`src/link_margin_pkg.sv`:
```
// Constants, field layout and state codes for the link compliance margin block
//----------------------------------------------------------------------------
// Contract
// - Swing codes 1 to 5 select 900/700/500/300/200 or 500..100 mV.
// - Swing codes 6 and 7 are reserved, no defined margin level.
// - Swing code 0 hands drive level to the per-lane drive registers.
// - Entering Polling.Configuration clears the swing field to zero; a software write in the same cycle wins.
// - New swing reaches the line only at a margin-change state.
// - Modified bit set sends modified compliance pattern in Polling.Compliance.
// - Skip bit set inserts skip ordered sets between compliance patterns.
// - De-emphasis bit picks -6.0 dB when 0, -3.5 dB when 1.
// - De-emphasis bit applies only when compliance was forced by software.
//----------------------------------------------------------------------------
package link_margin_pkg;

    //------------------------------------------------------------------------
    // Register map
    //------------------------------------------------------------------------
    localparam int          ADDR_W             = 12;
    localparam int          DATA_W             = 16;
    localparam logic [11:0] LCTL2_OFFSET       = 12'h070;
    localparam logic [11:0] MARGIN_STAT_OFFSET = 12'h0F0;
    localparam logic [15:0] RDATA_ZERO         = 16'h0000;

    //------------------------------------------------------------------------
    // Field layout of the control register
    //------------------------------------------------------------------------
    localparam int SWING_LSB  = 7;
    localparam int SWING_MSB  = 9;
    localparam int MODPAT_BIT = 10;
    localparam int SKIP_BIT   = 11;
    localparam int DEEMPH_BIT = 12;

    //------------------------------------------------------------------------
    // Field layout of the status register
    //------------------------------------------------------------------------
    localparam int STAT_SWING_LSB = 0;
    localparam int STAT_SWING_MSB = 2;
    localparam int STAT_LANE_BIT  = 3;
    localparam int STAT_RSVD_BIT  = 4;
    localparam int STAT_CMPL_BIT  = 5;
    localparam int STAT_MODP_BIT  = 6;
    localparam int STAT_SKIP_BIT  = 7;
    localparam int STAT_DEEM_BIT  = 8;

    //------------------------------------------------------------------------
    // Reset values and codes
    //------------------------------------------------------------------------
    localparam logic [2:0] SWING_NORMAL   = 3'h0;
    localparam logic [2:0] SWING_RESET    = 3'h0;
    localparam logic       BIT_RESET      = 1'h0;
    localparam logic       DEEMPH_6DB     = 1'h0;
    localparam logic       DEEMPH_3P5DB   = 1'h1;
    localparam logic [7:0] LANE_DRV_RESET = 8'h00;

    //------------------------------------------------------------------------
    // Margin voltages in mV, full swing then low swing
    //------------------------------------------------------------------------
    localparam logic [9:0] MV_NONE   = 10'h000;
    localparam logic [9:0] MV_FULL_1 = 10'd900;
    localparam logic [9:0] MV_FULL_2 = 10'd700;
    localparam logic [9:0] MV_FULL_3 = 10'd500;
    localparam logic [9:0] MV_FULL_4 = 10'd300;
    localparam logic [9:0] MV_FULL_5 = 10'd200;
    localparam logic [9:0] MV_LOW_1  = 10'd500;
    localparam logic [9:0] MV_LOW_2  = 10'd400;
    localparam logic [9:0] MV_LOW_3  = 10'd300;
    localparam logic [9:0] MV_LOW_4  = 10'd200;
    localparam logic [9:0] MV_LOW_5  = 10'd100;

    //------------------------------------------------------------------------
    // Training state codes reported by the port's state machine
    //------------------------------------------------------------------------
    typedef enum logic [3:0] {
        LTSSM_OTHER      = 4'h0,
        LTSSM_POLL_CFG   = 4'h1,
        LTSSM_POLL_CMPL  = 4'h2,
        LTSSM_RECOV_LOCK = 4'h3,
        LTSSM_RECOV_SPD  = 4'h4
    } ltssm_state_e;

    // Compliance tracking states
    typedef enum logic [0:0] {
        CMPL_IDLE   = 1'b0,
        CMPL_ACTIVE = 1'b1
    } cmpl_state_e;

endpackage

```
`src/margin_level_if.sv`:
```
// Carrier between the control block and the margin level decoder
`timescale 1ns/10ps
interface margin_level_if;
    import link_margin_pkg::*;

    logic [2:0] code;
    logic [9:0] full_mv;
    logic [9:0] low_mv;
    logic       reserved;
    logic       normal;

    modport decoder (input code, output full_mv, low_mv, reserved, normal);
    modport user    (output code, input full_mv, low_mv, reserved, normal);
endinterface

```
`src/margin_level_decode.sv`:
```
// Decoder from transmit swing code to margin voltages
`timescale 1ns/10ps
module margin_level_decode
    import link_margin_pkg::*;
(
    // Code in, voltages out
    margin_level_if.decoder m
);

    //------------------------------------------------------------------------
    // Voltage table
    //------------------------------------------------------------------------
    // Reserved codes give zero volts so nothing downstream drives them
    always_comb begin
        m.full_mv  = MV_NONE;
        m.low_mv   = MV_NONE;
        m.reserved = 1'b0;
        m.normal   = 1'b0;
        case (m.code)
            3'h0: begin
                m.normal = 1'b1;
            end
            3'h1: begin
                m.full_mv = MV_FULL_1;
                m.low_mv  = MV_LOW_1;
            end
            3'h2: begin
                m.full_mv = MV_FULL_2;
                m.low_mv  = MV_LOW_2;
            end
            3'h3: begin
                m.full_mv = MV_FULL_3;
                m.low_mv  = MV_LOW_3;
            end
            3'h4: begin
                m.full_mv = MV_FULL_4;
                m.low_mv  = MV_LOW_4;
            end
            3'h5: begin
                m.full_mv = MV_FULL_5;
                m.low_mv  = MV_LOW_5;
            end
            default: begin
                m.reserved = 1'b1;
            end
        endcase
    end

endmodule

```
`src/link_compliance_margin_ctl.sv`:
```
// Upper link control fields: transmit margin and compliance controls
//
// Local design decisions: the address map and the address-and-strobe port.
`timescale 1ns/10ps
module link_compliance_margin_ctl
    import link_margin_pkg::*;
(
    // Clock and reset
    input  wire logic        i_clk_sys,
    input  wire logic        i_reset_n,
    input  wire logic        i_hot_reset,
    // Register port
    input  wire logic [11:0] i_addr,
    input  wire logic [15:0] i_wdata,
    input  wire logic        i_wr,
    input  wire logic        i_rd,
    output logic      [15:0] o_rdata,
    // Training state machine and lower fields
    input  wire logic [3:0]  i_ltssm_state,
    input  wire logic        i_force_compliance_entry,
    input  wire logic        i_select_deemph,
    input  wire logic [7:0]  i_lane_drive_level,
    // Transmitter controls
    output logic      [2:0]  o_tx_swing_level,
    output logic      [9:0]  o_margin_full_mv,
    output logic      [9:0]  o_margin_low_mv,
    output logic             o_margin_reserved,
    output logic             o_use_lane_drive,
    output logic      [7:0]  o_lane_drive_level,
    // Compliance controls
    output logic             o_cmpl_active,
    output logic             o_cmpl_modified_pattern,
    output logic             o_cmpl_skip_insert,
    output logic             o_cmpl_deemph_3p5db
);

    //------------------------------------------------------------------------
    // Declarations
    //------------------------------------------------------------------------
    logic [2:0]  tx_swing_level_reg;
    logic        modified_pattern_select_reg;
    logic        compliance_skip_insert_reg;
    logic        compliance_deemph_sel_reg;
    logic [2:0]  swing_applied_reg;
    logic [3:0]  ltssm_prev_reg;
    cmpl_state_e cmpl_state_reg;
    cmpl_state_e cmpl_state_next;
    logic        cmpl_modpat_reg;
    logic        cmpl_skip_reg;
    logic        cmpl_deemph_reg;
    logic [9:0]  full_mv_reg;
    logic [9:0]  low_mv_reg;
    logic        reserved_reg;
    logic        lane_sel_reg;
    logic [7:0]  lane_drive_reg;
    logic [15:0] rdata_reg;
    logic        ctl_hit;
    logic        stat_hit;
    logic        ctl_wr;
    logic        ltssm_changed;
    logic        enter_poll_cfg;
    logic        enter_poll_cmpl;
    logic        enter_margin_ok;
    logic        in_poll_cmpl;
    logic [15:0] ctl_view;
    logic [15:0] stat_view;

    margin_level_if mlvl ();

    //------------------------------------------------------------------------
    // Address decode
    //------------------------------------------------------------------------
    // Anything other than the two registers reads as zero
    always_comb begin
        ctl_hit  = 1'b0;
        stat_hit = 1'b0;
        if (i_addr == LCTL2_OFFSET) begin
            ctl_hit = 1'b1;
        end else if (i_addr == MARGIN_STAT_OFFSET) begin
            stat_hit = 1'b1;
        end
    end

    assign ctl_wr = i_wr && ctl_hit;

    //------------------------------------------------------------------------
    // Training state edge detection
    //------------------------------------------------------------------------
    // Previous state, so that entries are seen once and not every cycle
    always_ff @(posedge i_clk_sys) begin
        if (!i_reset_n) begin
            ltssm_prev_reg <= LTSSM_OTHER;
        end else begin
            ltssm_prev_reg <= i_ltssm_state;
        end
    end

    assign ltssm_changed   = (i_ltssm_state != ltssm_prev_reg);
    assign in_poll_cmpl    = (i_ltssm_state == LTSSM_POLL_CMPL);
    assign enter_poll_cfg  = ltssm_changed &&
                             (i_ltssm_state == LTSSM_POLL_CFG);
    assign enter_poll_cmpl = ltssm_changed && in_poll_cmpl;
    assign enter_margin_ok = ltssm_changed &&
                             (i_ltssm_state == LTSSM_RECOV_LOCK);

    //------------------------------------------------------------------------
    // Transmit swing field
    //------------------------------------------------------------------------
    // The fundamental reset and entry into Polling.Configuration clear it; a hot reset leaves it alone.
    // A software write in the same cycle as the clear wins, since it is the
    // newer intent.
    always_ff @(posedge i_clk_sys) begin
        if (!i_reset_n) begin
            tx_swing_level_reg <= SWING_RESET;
        end else if (ctl_wr) begin
            tx_swing_level_reg <= i_wdata[SWING_MSB:SWING_LSB];
        end else if (enter_poll_cfg) begin
            tx_swing_level_reg <= SWING_NORMAL;
        end
    end

    //------------------------------------------------------------------------
    // Modified compliance select bit
    //------------------------------------------------------------------------
    always_ff @(posedge i_clk_sys) begin
        if (!i_reset_n) begin
            modified_pattern_select_reg <= BIT_RESET;
        end else if (ctl_wr) begin
            modified_pattern_select_reg <= i_wdata[MODPAT_BIT];
        end
    end

    //------------------------------------------------------------------------
    // Compliance skip insert bit
    //------------------------------------------------------------------------
    always_ff @(posedge i_clk_sys) begin
        if (!i_reset_n) begin
            compliance_skip_insert_reg <= BIT_RESET;
        end else if (ctl_wr) begin
            compliance_skip_insert_reg <= i_wdata[SKIP_BIT];
        end
    end

    //------------------------------------------------------------------------
    // Compliance de-emphasis select bit
    //------------------------------------------------------------------------
    always_ff @(posedge i_clk_sys) begin
        if (!i_reset_n) begin
            compliance_deemph_sel_reg <= DEEMPH_6DB;
        end else if (ctl_wr) begin
            compliance_deemph_sel_reg <= i_wdata[DEEMPH_BIT];
        end
    end

    //------------------------------------------------------------------------
    // Applied swing
    //------------------------------------------------------------------------
    // The line keeps its old level until the link passes a state where a
    // margin change is allowed; changing mid-stream would upset the partner.
    always_ff @(posedge i_clk_sys) begin
        if (!i_reset_n) begin
            swing_applied_reg <= SWING_RESET;
        end else if (enter_margin_ok) begin
            swing_applied_reg <= tx_swing_level_reg;
        end
    end

    //------------------------------------------------------------------------
    // Margin decoder
    //------------------------------------------------------------------------
    assign mlvl.code = swing_applied_reg;

    margin_level_decode u_decode (
        .m (mlvl.decoder)
    );

    //------------------------------------------------------------------------
    // Registered transmitter outputs
    //------------------------------------------------------------------------
    // Lane registers take over only at the normal code
    always_ff @(posedge i_clk_sys) begin
        if (!i_reset_n) begin
            full_mv_reg    <= MV_NONE;
            low_mv_reg     <= MV_NONE;
            reserved_reg   <= 1'b0;
            lane_sel_reg   <= 1'b1;
            lane_drive_reg <= LANE_DRV_RESET;
        end else begin
            full_mv_reg    <= mlvl.full_mv;
            low_mv_reg     <= mlvl.low_mv;
            reserved_reg   <= mlvl.reserved;
            lane_sel_reg   <= mlvl.normal;
            lane_drive_reg <= mlvl.normal ? i_lane_drive_level
                                          : LANE_DRV_RESET;
        end
    end

    //------------------------------------------------------------------------
    // Compliance tracking state machine
    //------------------------------------------------------------------------
    // Active from entry into Polling.Compliance until the state is left or
    // a hot reset takes the link down
    always_comb begin
        cmpl_state_next = cmpl_state_reg;
        case (cmpl_state_reg)
            CMPL_IDLE: begin
                if (enter_poll_cmpl && !i_hot_reset) begin
                    cmpl_state_next = CMPL_ACTIVE;
                end
            end
            CMPL_ACTIVE: begin
                if (!in_poll_cmpl || i_hot_reset) begin
                    cmpl_state_next = CMPL_IDLE;
                end
            end
            default: begin
                cmpl_state_next = CMPL_IDLE;
            end
        endcase
    end

    always_ff @(posedge i_clk_sys) begin
        if (!i_reset_n) begin
            cmpl_state_reg <= CMPL_IDLE;
        end else begin
            cmpl_state_reg <= cmpl_state_next;
        end
    end

    //------------------------------------------------------------------------
    // Compliance settings caught at entry
    //------------------------------------------------------------------------
    // Caught once so a write during compliance cannot change the pattern
    // under way; the next entry picks up new values.
    always_ff @(posedge i_clk_sys) begin
        if (!i_reset_n) begin
            cmpl_modpat_reg <= BIT_RESET;
            cmpl_skip_reg   <= BIT_RESET;
            cmpl_deemph_reg <= DEEMPH_6DB;
        end else if (enter_poll_cmpl && !i_hot_reset) begin
            cmpl_modpat_reg <= modified_pattern_select_reg;
            cmpl_skip_reg   <= compliance_skip_insert_reg;
            if (i_force_compliance_entry) begin
                cmpl_deemph_reg <= compliance_deemph_sel_reg;
            end else begin
                cmpl_deemph_reg <= i_select_deemph;
            end
        end
    end

    //------------------------------------------------------------------------
    // Read views
    //------------------------------------------------------------------------
    // Bits outside the four control fields and the seven status fields read as zero
    always_comb begin
        ctl_view                        = RDATA_ZERO;
        ctl_view[SWING_MSB:SWING_LSB]   = tx_swing_level_reg;
        ctl_view[MODPAT_BIT]            = modified_pattern_select_reg;
        ctl_view[SKIP_BIT]              = compliance_skip_insert_reg;
        ctl_view[DEEMPH_BIT]            = compliance_deemph_sel_reg;
        stat_view                       = RDATA_ZERO;
        stat_view[STAT_SWING_MSB:STAT_SWING_LSB] = swing_applied_reg;
        stat_view[STAT_LANE_BIT]        = lane_sel_reg;
        stat_view[STAT_RSVD_BIT]        = reserved_reg;
        stat_view[STAT_CMPL_BIT]        = (cmpl_state_reg == CMPL_ACTIVE);
        stat_view[STAT_MODP_BIT]        = cmpl_modpat_reg;
        stat_view[STAT_SKIP_BIT]        = cmpl_skip_reg;
        stat_view[STAT_DEEM_BIT]        = cmpl_deemph_reg;
    end

    //------------------------------------------------------------------------
    // Read data register
    //------------------------------------------------------------------------
    // Data stands only in the cycle after the strobe, zero otherwise
    always_ff @(posedge i_clk_sys) begin
        if (!i_reset_n) begin
            rdata_reg <= RDATA_ZERO;
        end else if (i_rd && ctl_hit) begin
            rdata_reg <= ctl_view;
        end else if (i_rd && stat_hit) begin
            rdata_reg <= stat_view;
        end else begin
            rdata_reg <= RDATA_ZERO;
        end
    end

    //------------------------------------------------------------------------
    // Outputs
    //------------------------------------------------------------------------
    assign o_rdata                 = rdata_reg;
    assign o_tx_swing_level        = swing_applied_reg;
    assign o_margin_full_mv        = full_mv_reg;
    assign o_margin_low_mv         = low_mv_reg;
    assign o_margin_reserved       = reserved_reg;
    assign o_use_lane_drive        = lane_sel_reg;
    assign o_lane_drive_level      = lane_drive_reg;
    assign o_cmpl_active           = (cmpl_state_reg == CMPL_ACTIVE);
    // Pattern controls only mean anything while compliance runs
    assign o_cmpl_modified_pattern = o_cmpl_active && cmpl_modpat_reg;
    assign o_cmpl_skip_insert      = o_cmpl_active && cmpl_skip_reg;
    assign o_cmpl_deemph_3p5db     = o_cmpl_active && cmpl_deemph_reg;

endmodule

```
`config.mk`:
```
export PLATFORM = sky130hd
export DESIGN_NAME = link_compliance_margin_ctl
export DESIGN_NICKNAME = d
export VERILOG_FILES = /design/src/link_margin_pkg.sv /design/src/margin_level_if.sv /design/src/margin_level_decode.sv /design/src/link_compliance_margin_ctl.sv
export SDC_FILE = /design/constraint.sdc
export NUM_CORES = 1
export LEC_CHECK = 0
export BUFFER_PORTS_ARGS = -buffer_cell sky130_fd_sc_hd__buf_2
export CAP_MARGIN = 20
export CORE_ASPECT_RATIO = 1.5
export CORE_MARGIN = 2
export CORE_UTILIZATION = 44
export DETAILED_ROUTE_END_ITERATION = 10
export PLACE_DENSITY = 0.84
export SYNTH_ARGS = -nofsm -noshare
export SYNTH_HDL_FRONTEND = slang
export SYNTH_SLANG_ARGS = --single-unit
```
`constraint.sdc`:
```
create_clock -name i_clk_sys -period 1.35 [get_ports i_clk_sys]
set_input_delay 0.3375 -clock i_clk_sys [delete_from_list [all_inputs] [get_ports i_clk_sys]]
set_output_delay 0.3375 -clock i_clk_sys [all_outputs]
set_load 0.03 [all_outputs]
```
==> results of run 1 <==
[synth_stat cells]
library cell and number:
clkbuf_1 3, o211a_1 1, or2_2 1, nor3_2 1
nand2b_1 4, o21ai_0 4, inv_1 3, a22o_1 2
nor4_2 1, mux2i_1 9, and4b_1 1, a31oi_2 1
nor4b_1 1, o41ai_2 1, nand2_1 13, nor2_1 17
nand4_2 2, nor4b_2 1, nor2b_1 3, nand4bb_1 1
o311a_1 1, buf_2 3, and2_1 26, nor3_1 2
nor4_4 1, dfxtp_1 53, a311oi_1 1, buf_4 10
nor2_4 1, o31ai_1 1, nor2_2 1, conb_1 1
o21ba_2 1, a21oi_1 6, nand4_1 4, xnor2_1 5
[layer usage]
layer / vias to the layer above / global-route usage / part of all wire
met5: - / 0 / 0
met4: 0 / 0.0507 / 0.011
met3: 2 / 0.0488 / 0.084
met2: 72 / 0.291 / 0.53
met1: 681 / 0.160 / 0.38
li1: 775 / - / -
[power breakdown]
| group | switching (W) | internal (W) | leakage, nW | total (W) |
|---|---|---|---|---|
| logic | 0.000127 | 0.0000827 | 0.758 | 0.000210 |
| clock network | 0.000491 | 0.000416 | 0.0512 | 0.000906 |
| registers | 0.0000104 | 0.00158 | 0.433 | 0.00159 |
[layout make-up]
type	count	area, um2
inverter	3	11.3
timing repair buffer	87	472
fill	377	1740
tap	46	57.6
clock inverter	2	13.8
clock buffer	6	82.6
sequential	53	1070
multi-input combinational	122	801
[path summary, 6_finish.rpt]
kind                                end  slack, ns  cells after the start
setup / recovery     o_cmpl_skip_insert       0.05                      2
hold / removal    o_lane_drive_level[6]       0.23                      2
setup reg to reg  tx_swing_level_reg[2]       0.15                      4
hold reg to reg              o_rdata[3]       0.46                      1
[through the flow]
stage / utilization / cells / power, W / area, um2
global route: 0.591 / 319 / 0.00283 / 2510
CTS: 0.585 / 319 / 0.00274 / 2480
detailed placement: 0.560 / 311 / 0.00184 / 2380
floorplan: - / 194 / 0.00177 / 1970
global placement: 0.560 / 311 / 0.00184 / 2380
finish: 0.591 / 319 / 0.00270 / 2510
[logic make-up after synthesis]
group / count (synthesis) / synth area share
and+or+nand+nor: 81 / 0.253
DFF: 53 / 0.545
AOI/OAI and AO/OA: 19 / 0.0733
buffers and inverters: 19 / 0.0579
muxes: 9 / 0.0463
xor gates and xnor gates: 5 / 0.0225
other: 1 / 0.00193
[repair_timing]
action / CTS / global route
buffers inserted: 0 / 0
endpoints found under the setup margin: 6 / 4
hold buffers: 0 / 0
resized for setup: 6 / 10
==> impl_results.md, run 1 <==
* Fin. Hold Viols at 0
* CTS tree: built
* Area growth syn-to-layout at 28.9%
* IO buf count at approximately 80
* Worst Path Max Fanout at 6
* Total number of vias at 1530
* Final setup TNS at 0 ns
* Die Height at between 80 and 90 um
* Largest delay contributor family on the critical path: flip-flops
* Share of layout cells above drive strength 1 at 0.410
* Largest net degree at the start of global routing at 17
* Initial Util at 0.458
* Clock-pin slew on the worst setup and hold paths at 0.09 ns
* Synthesized netlist cell count at around 190
* Crit path max-delay cell type: dfxtp_4
* Final Cycle Share at 0.965
* CTS Buf Count at 5
* Crit end category: primary output
* Clock root buffer: clkbuf_8
* ANT nets after route at 0
* Hold_ws at ~0.23 ns
* N_diodes at 0
* Max Freq at 0.768 GHz
* Site Rows at 29
* TritonRoute pass-1 iters at 4
* Hold_sp: i_lane_drive_level[6]
* Power per cell area at roughly 1100 nW/um2
* Flop and latch count out of synthesis at between 50 and 60
* Vias in the first global route at approximately 1.4k
* Max stage delay on crit path at about 0.37 ns
* Dpl hpwl at ~2800 um
* Top post-synthesis cells by area: dfxtp_1, and2_1, mux2i_1, buf_4, nor2_1
* First-pass GRT wire length at 6090 um
* Crit path launch: o_cmpl_active
* Iteration-0 DRC count of the detailed router at 19
* Largest register FFs at 13
* Post-synthesis cell type count at 36
* Maximum clock path buffer count at 2
* Top Ports at 100
* Final worst slack at 0.0475 ns
* Worst Setup Start Kind: flip-flop
* Syn Area/Cell at roughly 10 um2
* Via density at 4.80
* RSZ-0062 raised after global routing: no
* Remaining global-route overflow at 0
* Core area at approximately 4200 um2
* Warning count from the yosys run at 0
* Critical path class: flip-flop to primary output
* Max Slew Vio Count at 0
* Critical Path RT at around 1.0 ns
* WL final at 3600 um
* Max_cap viols at 0
* Final Net Count at about 320
* Top cell type's share of synthesized area at 0.545
* Crit-path cells: and2_1, buf_6
* Clock sinks at 53
* Htree depth at 2
* Worst Skew at 0.00519 ns
* Synth Cell Area at a little under 2000 um2
* # DRC at 0
* HP Class: primary input to flip-flop
* Clk_lat worst skew at 0.30 ns
* Post-route minimum period at 1.30 ns
* Commonest non-fill, non-tap cell in the layout: buf_2
* Reg-to-reg startpoint: ltssm_prev_reg[0]
* Buf+Inv Stages, Crit Path at 1
* Die footprint at approximately 5000 um2
* GPL Wtd Cong at between 0.6 and 0.7
* Most frequent cells in the layout: buf_2, dfxtp_1, and2_1
* Gr usage total at 0.157
* DP Worst Slack at -0.168 ns
* Status: finished clean
* Area leader, netlist: dfxtp_1
* Setup violations, final at 0
* Initial antenna violation count at 0
* WL/cell at between 10 and 15 um
* Die width at around 58 um
* Static Leak at approximately 1.2 nW
* VDD IR-drop max at 0.000950 V
* Critical Path AT at 0.96 ns
* Sequential cell area fraction in the yosys report at 0.545
(Power assumes the default switching activity.)
==> run 2, diff against run 1 <==
- ABC_AREA: default -> 1
- CORE_UTILIZATION: 44 -> 45
- PLACE_DENSITY: 0.84 -> 0.85
==> run 2 against run 1 <==
  * Cell count increased by 16%
  * Clock skew decreased by 0.0022 ns
  * Power increased by 0.83%
  * First-iteration DRC count increased by 110%
  * Core utilization unchanged
  * Sequential cell count unchanged
  * Register-to-register slack improved by 0.04 ns
  * Critical endpoint unchanged
  * Largest cell class unchanged
  * Highest routed layer unchanged
==> impl_results.md, run 2 <==
* Status: finished clean
* Clock sinks at 53 (unchanged)
* Critical Path AT at 0.96 ns (about the same)
* Site Rows at 29 (unchanged)
* Syn Area/Cell at 8.31 um2 (-20%)
* Hold Path End: o_lane_drive_level[7]
* Crit end category: primary output
* Htree depth at 2 (unchanged)
* GPL Wtd Cong at 0.812 (+17%)
* First-pass GRT wire length at 6410 um (+5.3%)
* Area leader, netlist: dfxtp_1
* Most frequent cells in the layout: buf_2, dfxtp_1, nor2_1
* Combinational fraction of design power at 0.094 (+0.016)
* Largest register FFs at 13 (unchanged)
* RSZ-0062 raised after global routing: no
* Flop and latch count out of synthesis at 53 (unchanged)
* CTS Buf Count at 5 (unchanged)
* Number of buffers inserted by hold repair at cts at 0 (unchanged)
* Max_cap viols at 0 (unchanged)
* Largest delay contributor family on the critical path: flip-flops
* Dpl hpwl at 3120 um (+12%)
* Initial antenna violation count at 0 (unchanged)
* Setup violations, final at 0 (unchanged)
* Static Leak at 1.30 nW (+4.6%)
* Dpl cell area at 2400 um2 (+1.1%)
* Sequential cell area fraction in the yosys report at 0.534 (-0.0113)
* Die footprint at 4970 um2 (-0.14%)
* Gr usage total at 0.167 (+0.0101)
* Clock-pin slew on the worst setup and hold paths at 0.09 ns (about the same)
* Initial Util at 0.468 (+0.00973)
* Hold_sp: i_lane_drive_level[7]
* Via density at 4.66 (-2.9%)
* Synthesized netlist cell count at 239 (+28%)
* ANT nets after route at 0 (unchanged)
* Largest net degree at the start of global routing at 18 (+1)
* Top Ports at 100 (unchanged)
* Top post-synthesis cells by area: dfxtp_1, nor2_1, inv_1, nand2_1, buf_4
* WL/cell at 10.7 um (-5.0%)
* Crit path max-delay cell type: dfxtp_4
* Top cell type's share of synthesized area at 0.534 (-0.0113)
* VDD IR-drop max at 0.000983 V (+3.5%)
* Max Freq at 0.770 GHz (+0.25%)
* Utilization after layout at 0.591 (unchanged)
* Worst Setup Start Kind: flip-flop
* N_diodes at 0 (unchanged)
* Core area at 4250 um2 (unchanged)
* Maximum clock path buffer count at 2 (unchanged)
* Worst Path Max Fanout at 6 (unchanged)
* Number of synthesized flops with an enable pin at 0 (unchanged)
* HP Class: primary input to flip-flop
* Hold Crit Depth at 3 (+1)
* TritonRoute pass-1 iters at 4 (unchanged)
* Commonest non-fill, non-tap cell in the layout: buf_2
* Internal Power at 0.00204 W (-1.7%)
* CTS tree: built
* Total number of vias at 1724 (+13%)
* Worst Skew at 0.00303 ns (-0.00216 ns)
* Reg-to-reg startpoint: ltssm_prev_reg[1]
* Max stage delay on crit path at 0.39 ns (+0.02 ns)
* Async SR Flop Fraction at 0 (unchanged)
* # DRC at 0 (unchanged)
* Final Cycle Share at 0.962 (-0.00237)
* Post-synthesis cell type count at 28 (-22%)
* Clock root buffer: clkbuf_8
* Max Slew Vio Count at 0 (unchanged)
* FILL cells at 394 (+4.5%)
* Top-count cell post-synth: dfxtp_1
* WL final at 3960 um (+10%)
* Top post-synthesis cells by count: dfxtp_1, nor2_1, inv_1
* Final Net Count at 370 (+16%)
* Sw Ratio at 0.252 (+0.0193)
* Synth Cell Area at 1990 um2 (+2.1%)
* Area growth syn-to-layout at 26.3%
* Iteration-0 DRC count of the detailed router at 39 (+20)
* Die width at 58.3 um (about the same)
* Vias in the first global route at 1556 (+8.7%)
* Fin. Hold Viols at 0 (unchanged)
* Critical Path RT at 1.01 ns (about the same)
* Setup slack, reg-to-reg at 0.19 ns (+0.04 ns)
* Seq pwr share at 0.585 (-0.002)
* Critical path class: flip-flop to primary output
* Final instance area at 2510 um2 (unchanged)
* Clk_lat worst skew at 0.30 ns (about the same)
* Warning count from the yosys run at 0 (unchanged)
* Clock share of power at 0.322 (-0.013)
* Remaining global-route overflow at 0 (unchanged)
* Most used DFF post-synth: dfxtp_1
* Share of layout cells above drive strength 1 at 0.373 (-0.0368)
* Power per cell area at 1090 nW/um2 (+0.83%)
* IO buf count at 81 (unchanged)
* Worst reg2reg endpoint: cmpl_skip_reg
* Buf+Inv Stages, Crit Path at 2 (+1)
* Crit-path cells: nand2_1, inv_1, buf_4
* Worst Reg2Reg Path Length in Cells at 9 (+5)
* Switching pwr at 0.000686 W (+9.2%)
* Post-route minimum period at 1.30 ns (-0.00320 ns)
* Final setup TNS at 0 ns (unchanged)
* Die Height at 85.4 um (about the same)
* Buffer count from post-CTS setup fixing at 0 (unchanged)
==> run 2: cell count changes after synthesis, sizes merged, moves of 3 or more <==
cell / before / now
nand4: 6 / 1
xnor2: 5 / 0
nand2b: 4 / 0
o21ai: 4 / 11
nand2: 13 / 40
and2: 26 / 0
nor2: 19 / 41
mux2i: 9 / 0
nor2b: 3 / 0
inv: 3 / 43
a21oi: 6 / 14
nand3: 0 / 12
==> run 2: layout make-up <==
cell class	count	area, um2	area share
clock buffers	5	68.8	0.0274
clock inverters	3	21.3	0.00848
inverters	43	161	0.0643
multi-input cells	136	697	0.278
flip-flops and latches	53	1070	0.425
well taps	46	57.6	0.0229
repair buffers	84	435	0.174
==> run 2: metal layers <==
metal  track usage  part of all wire  vias to the layer above
li1              -                 -                      880
met1         0.162              0.37                      771
met2         0.316              0.55                       67
met3        0.0427             0.063                        6
met4        0.0761             0.019                        0
met5             0                 0                        -
==> run 2: worst max-delay path by stage <==
| stage | startpoint | endpoint | slack (ns) | cells past startpoint |
|---|---|---|---|---|
| after floorplan | o_tx_swing_level[1] | o_margin_full_mv[2] | 0.13 | 7 |
| after global placement | i_addr[11] | o_rdata[7] | 0.04 | 6 |
| after detailed placement | i_addr[6] | o_rdata[7] | 0.02 | 5 |
| after CTS | o_cmpl_active | o_cmpl_skip_insert | 0.01 | 3 |
| after global routing | o_cmpl_active | o_cmpl_skip_insert | 0.0005 | 3 |
| final | o_cmpl_active | o_cmpl_skip_insert | 0.05 | 3 |
==> run 2: kinds of logic (layout without fill, tap and decap cells) <==
| group | count (synthesis) | count (layout) | share of synthesized area |
|---|---|---|---|
| buffers and inverters | 57 | 135 | 0.128 |
| multiplexers | 1 | 1 | 0.00567 |
| other | 1 | 8 | 0.00189 |
| flip-flops | 53 | 53 | 0.534 |
| AND/OR/NAND/NOR | 98 | 98 | 0.247 |
| AO/OA/AOI/OAI | 29 | 29 | 0.0831 |
==> run 2: through the flow <==
step	hold WS, ns	std cells	setup WS [ns]	total power (W)
5_1_grt	0.235	370	0.000489	0.00282
3_3_place_gp	0.416	362	0.0411	0.00188
2_1_floorplan	0.422	246	0.132	0.00181
6_report	0.235	370	0.0507	0.00273
3_5_place_dp	0.416	362	0.0184	0.00189
4_1_cts	0.230	370	0.0148	0.00275
==> run 2: power groups by stage <==
stage	combinational [W]	sequential (W)	clock (W)
after floorplan	0.000150	0.00166	0
after global routing	0.000284	0.00160	0.000941
after global placement	0.000249	0.00163	0
final	0.000256	0.00159	0.000877
after CTS	0.000259	0.00159	0.000894
after detailed placement	0.000258	0.00163	0
==> run 2: timing repair <==
action | in CTS | in global routing
endpoints found under the setup margin | 5 | 3
gates resized for setup | 4 | 6
endpoints found under the hold margin | 0 | 0
==> run 2: tightest hold or removal path: cells and delay by family <==
kind / cells / cell delay [ns]
buffers and inverters: 2 / 0.13
and+or+nand+nor: 1 / 0.03
==> run 3, diff against run 2 <==
--- a/config.mk
+++ b/config.mk
@@ -14,4 +14,5 @@
 export DETAILED_ROUTE_END_ITERATION = 10
 export PLACE_DENSITY = 0.85
+export SLEW_MARGIN = 15
 export SYNTH_ARGS = -nofsm -noshare
 export SYNTH_HDL_FRONTEND = slang
==> constraint.sdc (replaced) <==
create_clock -name i_clk_sys -period 1.35 [get_ports i_clk_sys]
set_input_delay 0.2025 -clock i_clk_sys [delete_from_list [all_inputs] [get_ports i_clk_sys]]
set_output_delay 0.2025 -clock i_clk_sys [all_outputs]
set_load 0.03 [all_outputs]
==> run 3 against run 2 <==
  * Final area is 0.90% lower
  * Cell count is 0.27% lower
  * Routed wire length is 7.0% lower
  * Hold slack worse by 0.13 ns
  * Via count is 3.2% lower
  * Critical path depth is 2 lower
  * First-iteration DRC count is 26% lower
  * Worst setup slack better by 0.058 ns
  * Sequential power hardly changed
  * Non-clock buffer count is 1 lower
  * Largest cell class unchanged
==> impl_results.md, run 3 (same netlist as run 2, synthesis figures left out) <==
* CTS Buf Count at 5 (unchanged)
* Die footprint at 4970 um2 (unchanged)
* Core area at 4250 um2 (unchanged)
* Crit path launch: o_tx_swing_level[1]
* CTS tree: built
* Worst Setup Start Kind: flip-flop
* ANT nets after route at 0 (unchanged)
* DP Cell Count at 361 (-0.28%)
* Top Ports at 100 (unchanged)
* Post-route minimum period at 1.24 ns (-0.0575 ns)
* Clock-pin slew on the worst setup and hold paths at 0.09 ns (about the same)
* Crit-path cells: buf_2
* Largest delay contributor family on the critical path: flip-flops
* Commonest non-fill, non-tap cell in the layout: buf_2
* Via density at 4.52 (-3.0%)
* Total number of vias at 1668 (-3.2%)
* Status: finished clean
* Total design power at 0.00270 W (-0.84%)
* DP Worst Slack at 0.107 ns (+0.0888 ns)
* Critical Path RT at 1.15 ns (+0.14 ns)
* Clock root buffer: clkbuf_8
* Critical path class: flip-flop to primary output
* # DRC at 0 (unchanged)
* Fin. Hold Viols at 0 (unchanged)
* Iteration-0 DRC count of the detailed router at 29 (-26%)
* Maximum clock path buffer count at 2 (unchanged)
* N_diodes at 0 (unchanged)
* Largest register FFs at 13 (unchanged)
* First-pass GRT wire length at 6160 um (-3.9%)
* Reg-to-reg startpoint: ltssm_prev_reg[2]
* Largest net degree at the start of global routing at 17 (-1)
* Clock sinks at 53 (unchanged)
* Power per cell area at 1090 nW/um2 (about the same)
* Share of layout cells above drive strength 1 at 0.362 (-0.0112)
* WL final at 3690 um (-7.0%)
* HP Class: primary input to flip-flop
* Max_cap viols at 0 (unchanged)
* Site Rows at 29 (unchanged)
* Buf+Inv Stages, Crit Path at 1 (-1)
* TritonRoute pass-1 iters at 4 (unchanged)
* Final setup TNS at 0 ns (unchanged)
* Max stage delay on crit path at 0.48 ns (+0.09 ns)
* Most frequent cells in the layout: buf_2, dfxtp_1, nor2_1
* Area of the multi-input gates at 697 um2 (unchanged)
* Number of standard cells in the layout, taps in and fillers out at 369 (-0.27%)
* GPL Wtd Cong at 0.806 (-0.79%)
* Area growth syn-to-layout at 25.1%
* RSZ-0062 raised after global routing: no
* Worst Path Max Fanout at 9 (+3)
* Initial Util at 0.468 (unchanged)
* VDD IR-drop max at 0.000826 V (-16%)
* WL/cell at 9.99 um (-6.7%)
* Hold_sp: i_ltssm_state[2]
* Vias in the first global route at 1542 (-0.90%)
* Crit end category: primary output
* Clk_lat worst skew at 0.30 ns (about the same)
* Final worst slack at 0.108 ns (+0.0575 ns)
* Initial antenna violation count at 0 (unchanged)
* Dpl hpwl at 3000 um (-3.7%)
* Critical Path AT at 1.04 ns (+0.08 ns)
* Remaining global-route overflow at 0 (unchanged)
* Register area at 1060 um2 (-0.47%)
* Crit path max-delay cell type: dfxtp_1
* FILL cells at 390 (-1.0%)
* Gr usage total at 0.160 (-0.00737)
* IO buf count at 81 (unchanged)
* Setup violations, final at 0 (unchanged)
* Die Height at 85.4 um (unchanged)
* Worst Skew at 0.00720 ns (+0.00417 ns)
* Static Leak at 1.29 nW (-1.0%)
* Final Net Count at 369 (-0.27%)
* Final Cycle Share at 0.920 (-0.0426)
* Max Slew Vio Count at 0 (unchanged)
* Die width at 58.3 um (unchanged)
* Max Freq at 0.805 GHz (+4.6%)
* Htree depth at 2 (unchanged)
-- run 3: cell type report --
type / count / share of cell area
timing repair buffer: 83 / 0.169
multi-input combinational: 136 / 0.280
clock inverter: 2 / 0.00604
sequential: 53 / 0.427
tap: 46 / 0.0232
inverter: 43 / 0.0649
clock buffer: 6 / 0.0292
-- run 3: power breakdown --
| part | total, W | switching [W] | internal, W |
|---|---|---|---|
| clock network | 0.000855 | 0.000490 | 0.000366 |
| logic | 0.000253 | 0.000165 | 0.0000881 |
| registers | 0.00160 | 0.00000930 | 0.00159 |
| total | 0.00270 | 0.000664 | 0.00204 |
-- run 3: what timing repair did --
action / in CTS / in global routing
endpoints found under the setup margin: 0 / 2
setup buffers: 0 / 0
hold buffers: 0 / 0
gates resized for setup: 0 / 1
-- run 3: stage by stage --
| step | hold WS [ns] | area [um2] | utilization |
|---|---|---|---|
| 2_1_floorplan | 0.296 | 2010 | - |
| 3_3_place_gp | 0.410 | 2400 | 0.565 |
| 6_report | 0.101 | 2490 | 0.586 |
| 5_1_grt | 0.0987 | 2490 | 0.586 |
| 3_5_place_dp | 0.413 | 2400 | 0.565 |
| 4_1_cts | 0.0954 | 2480 | 0.585 |
-- run 3: per-layer routing --
metal	part of all wire	GRT usage
met2	0.54	0.312
met5	0	0
met3	0.059	0.0381
met4	0.023	0.0740
met1	0.37	0.147
-- run 3: final timing paths --
check | endpoint | slack, ns | cells after the start
hold reg to reg | o_rdata[4] | 0.44 | 2
hold / removal | ltssm_prev_reg[2] | 0.10 | 3
setup / recovery | o_tx_swing_level[1] | 0.11 | 1
setup reg to reg | cmpl_skip_reg | 0.18 | 9
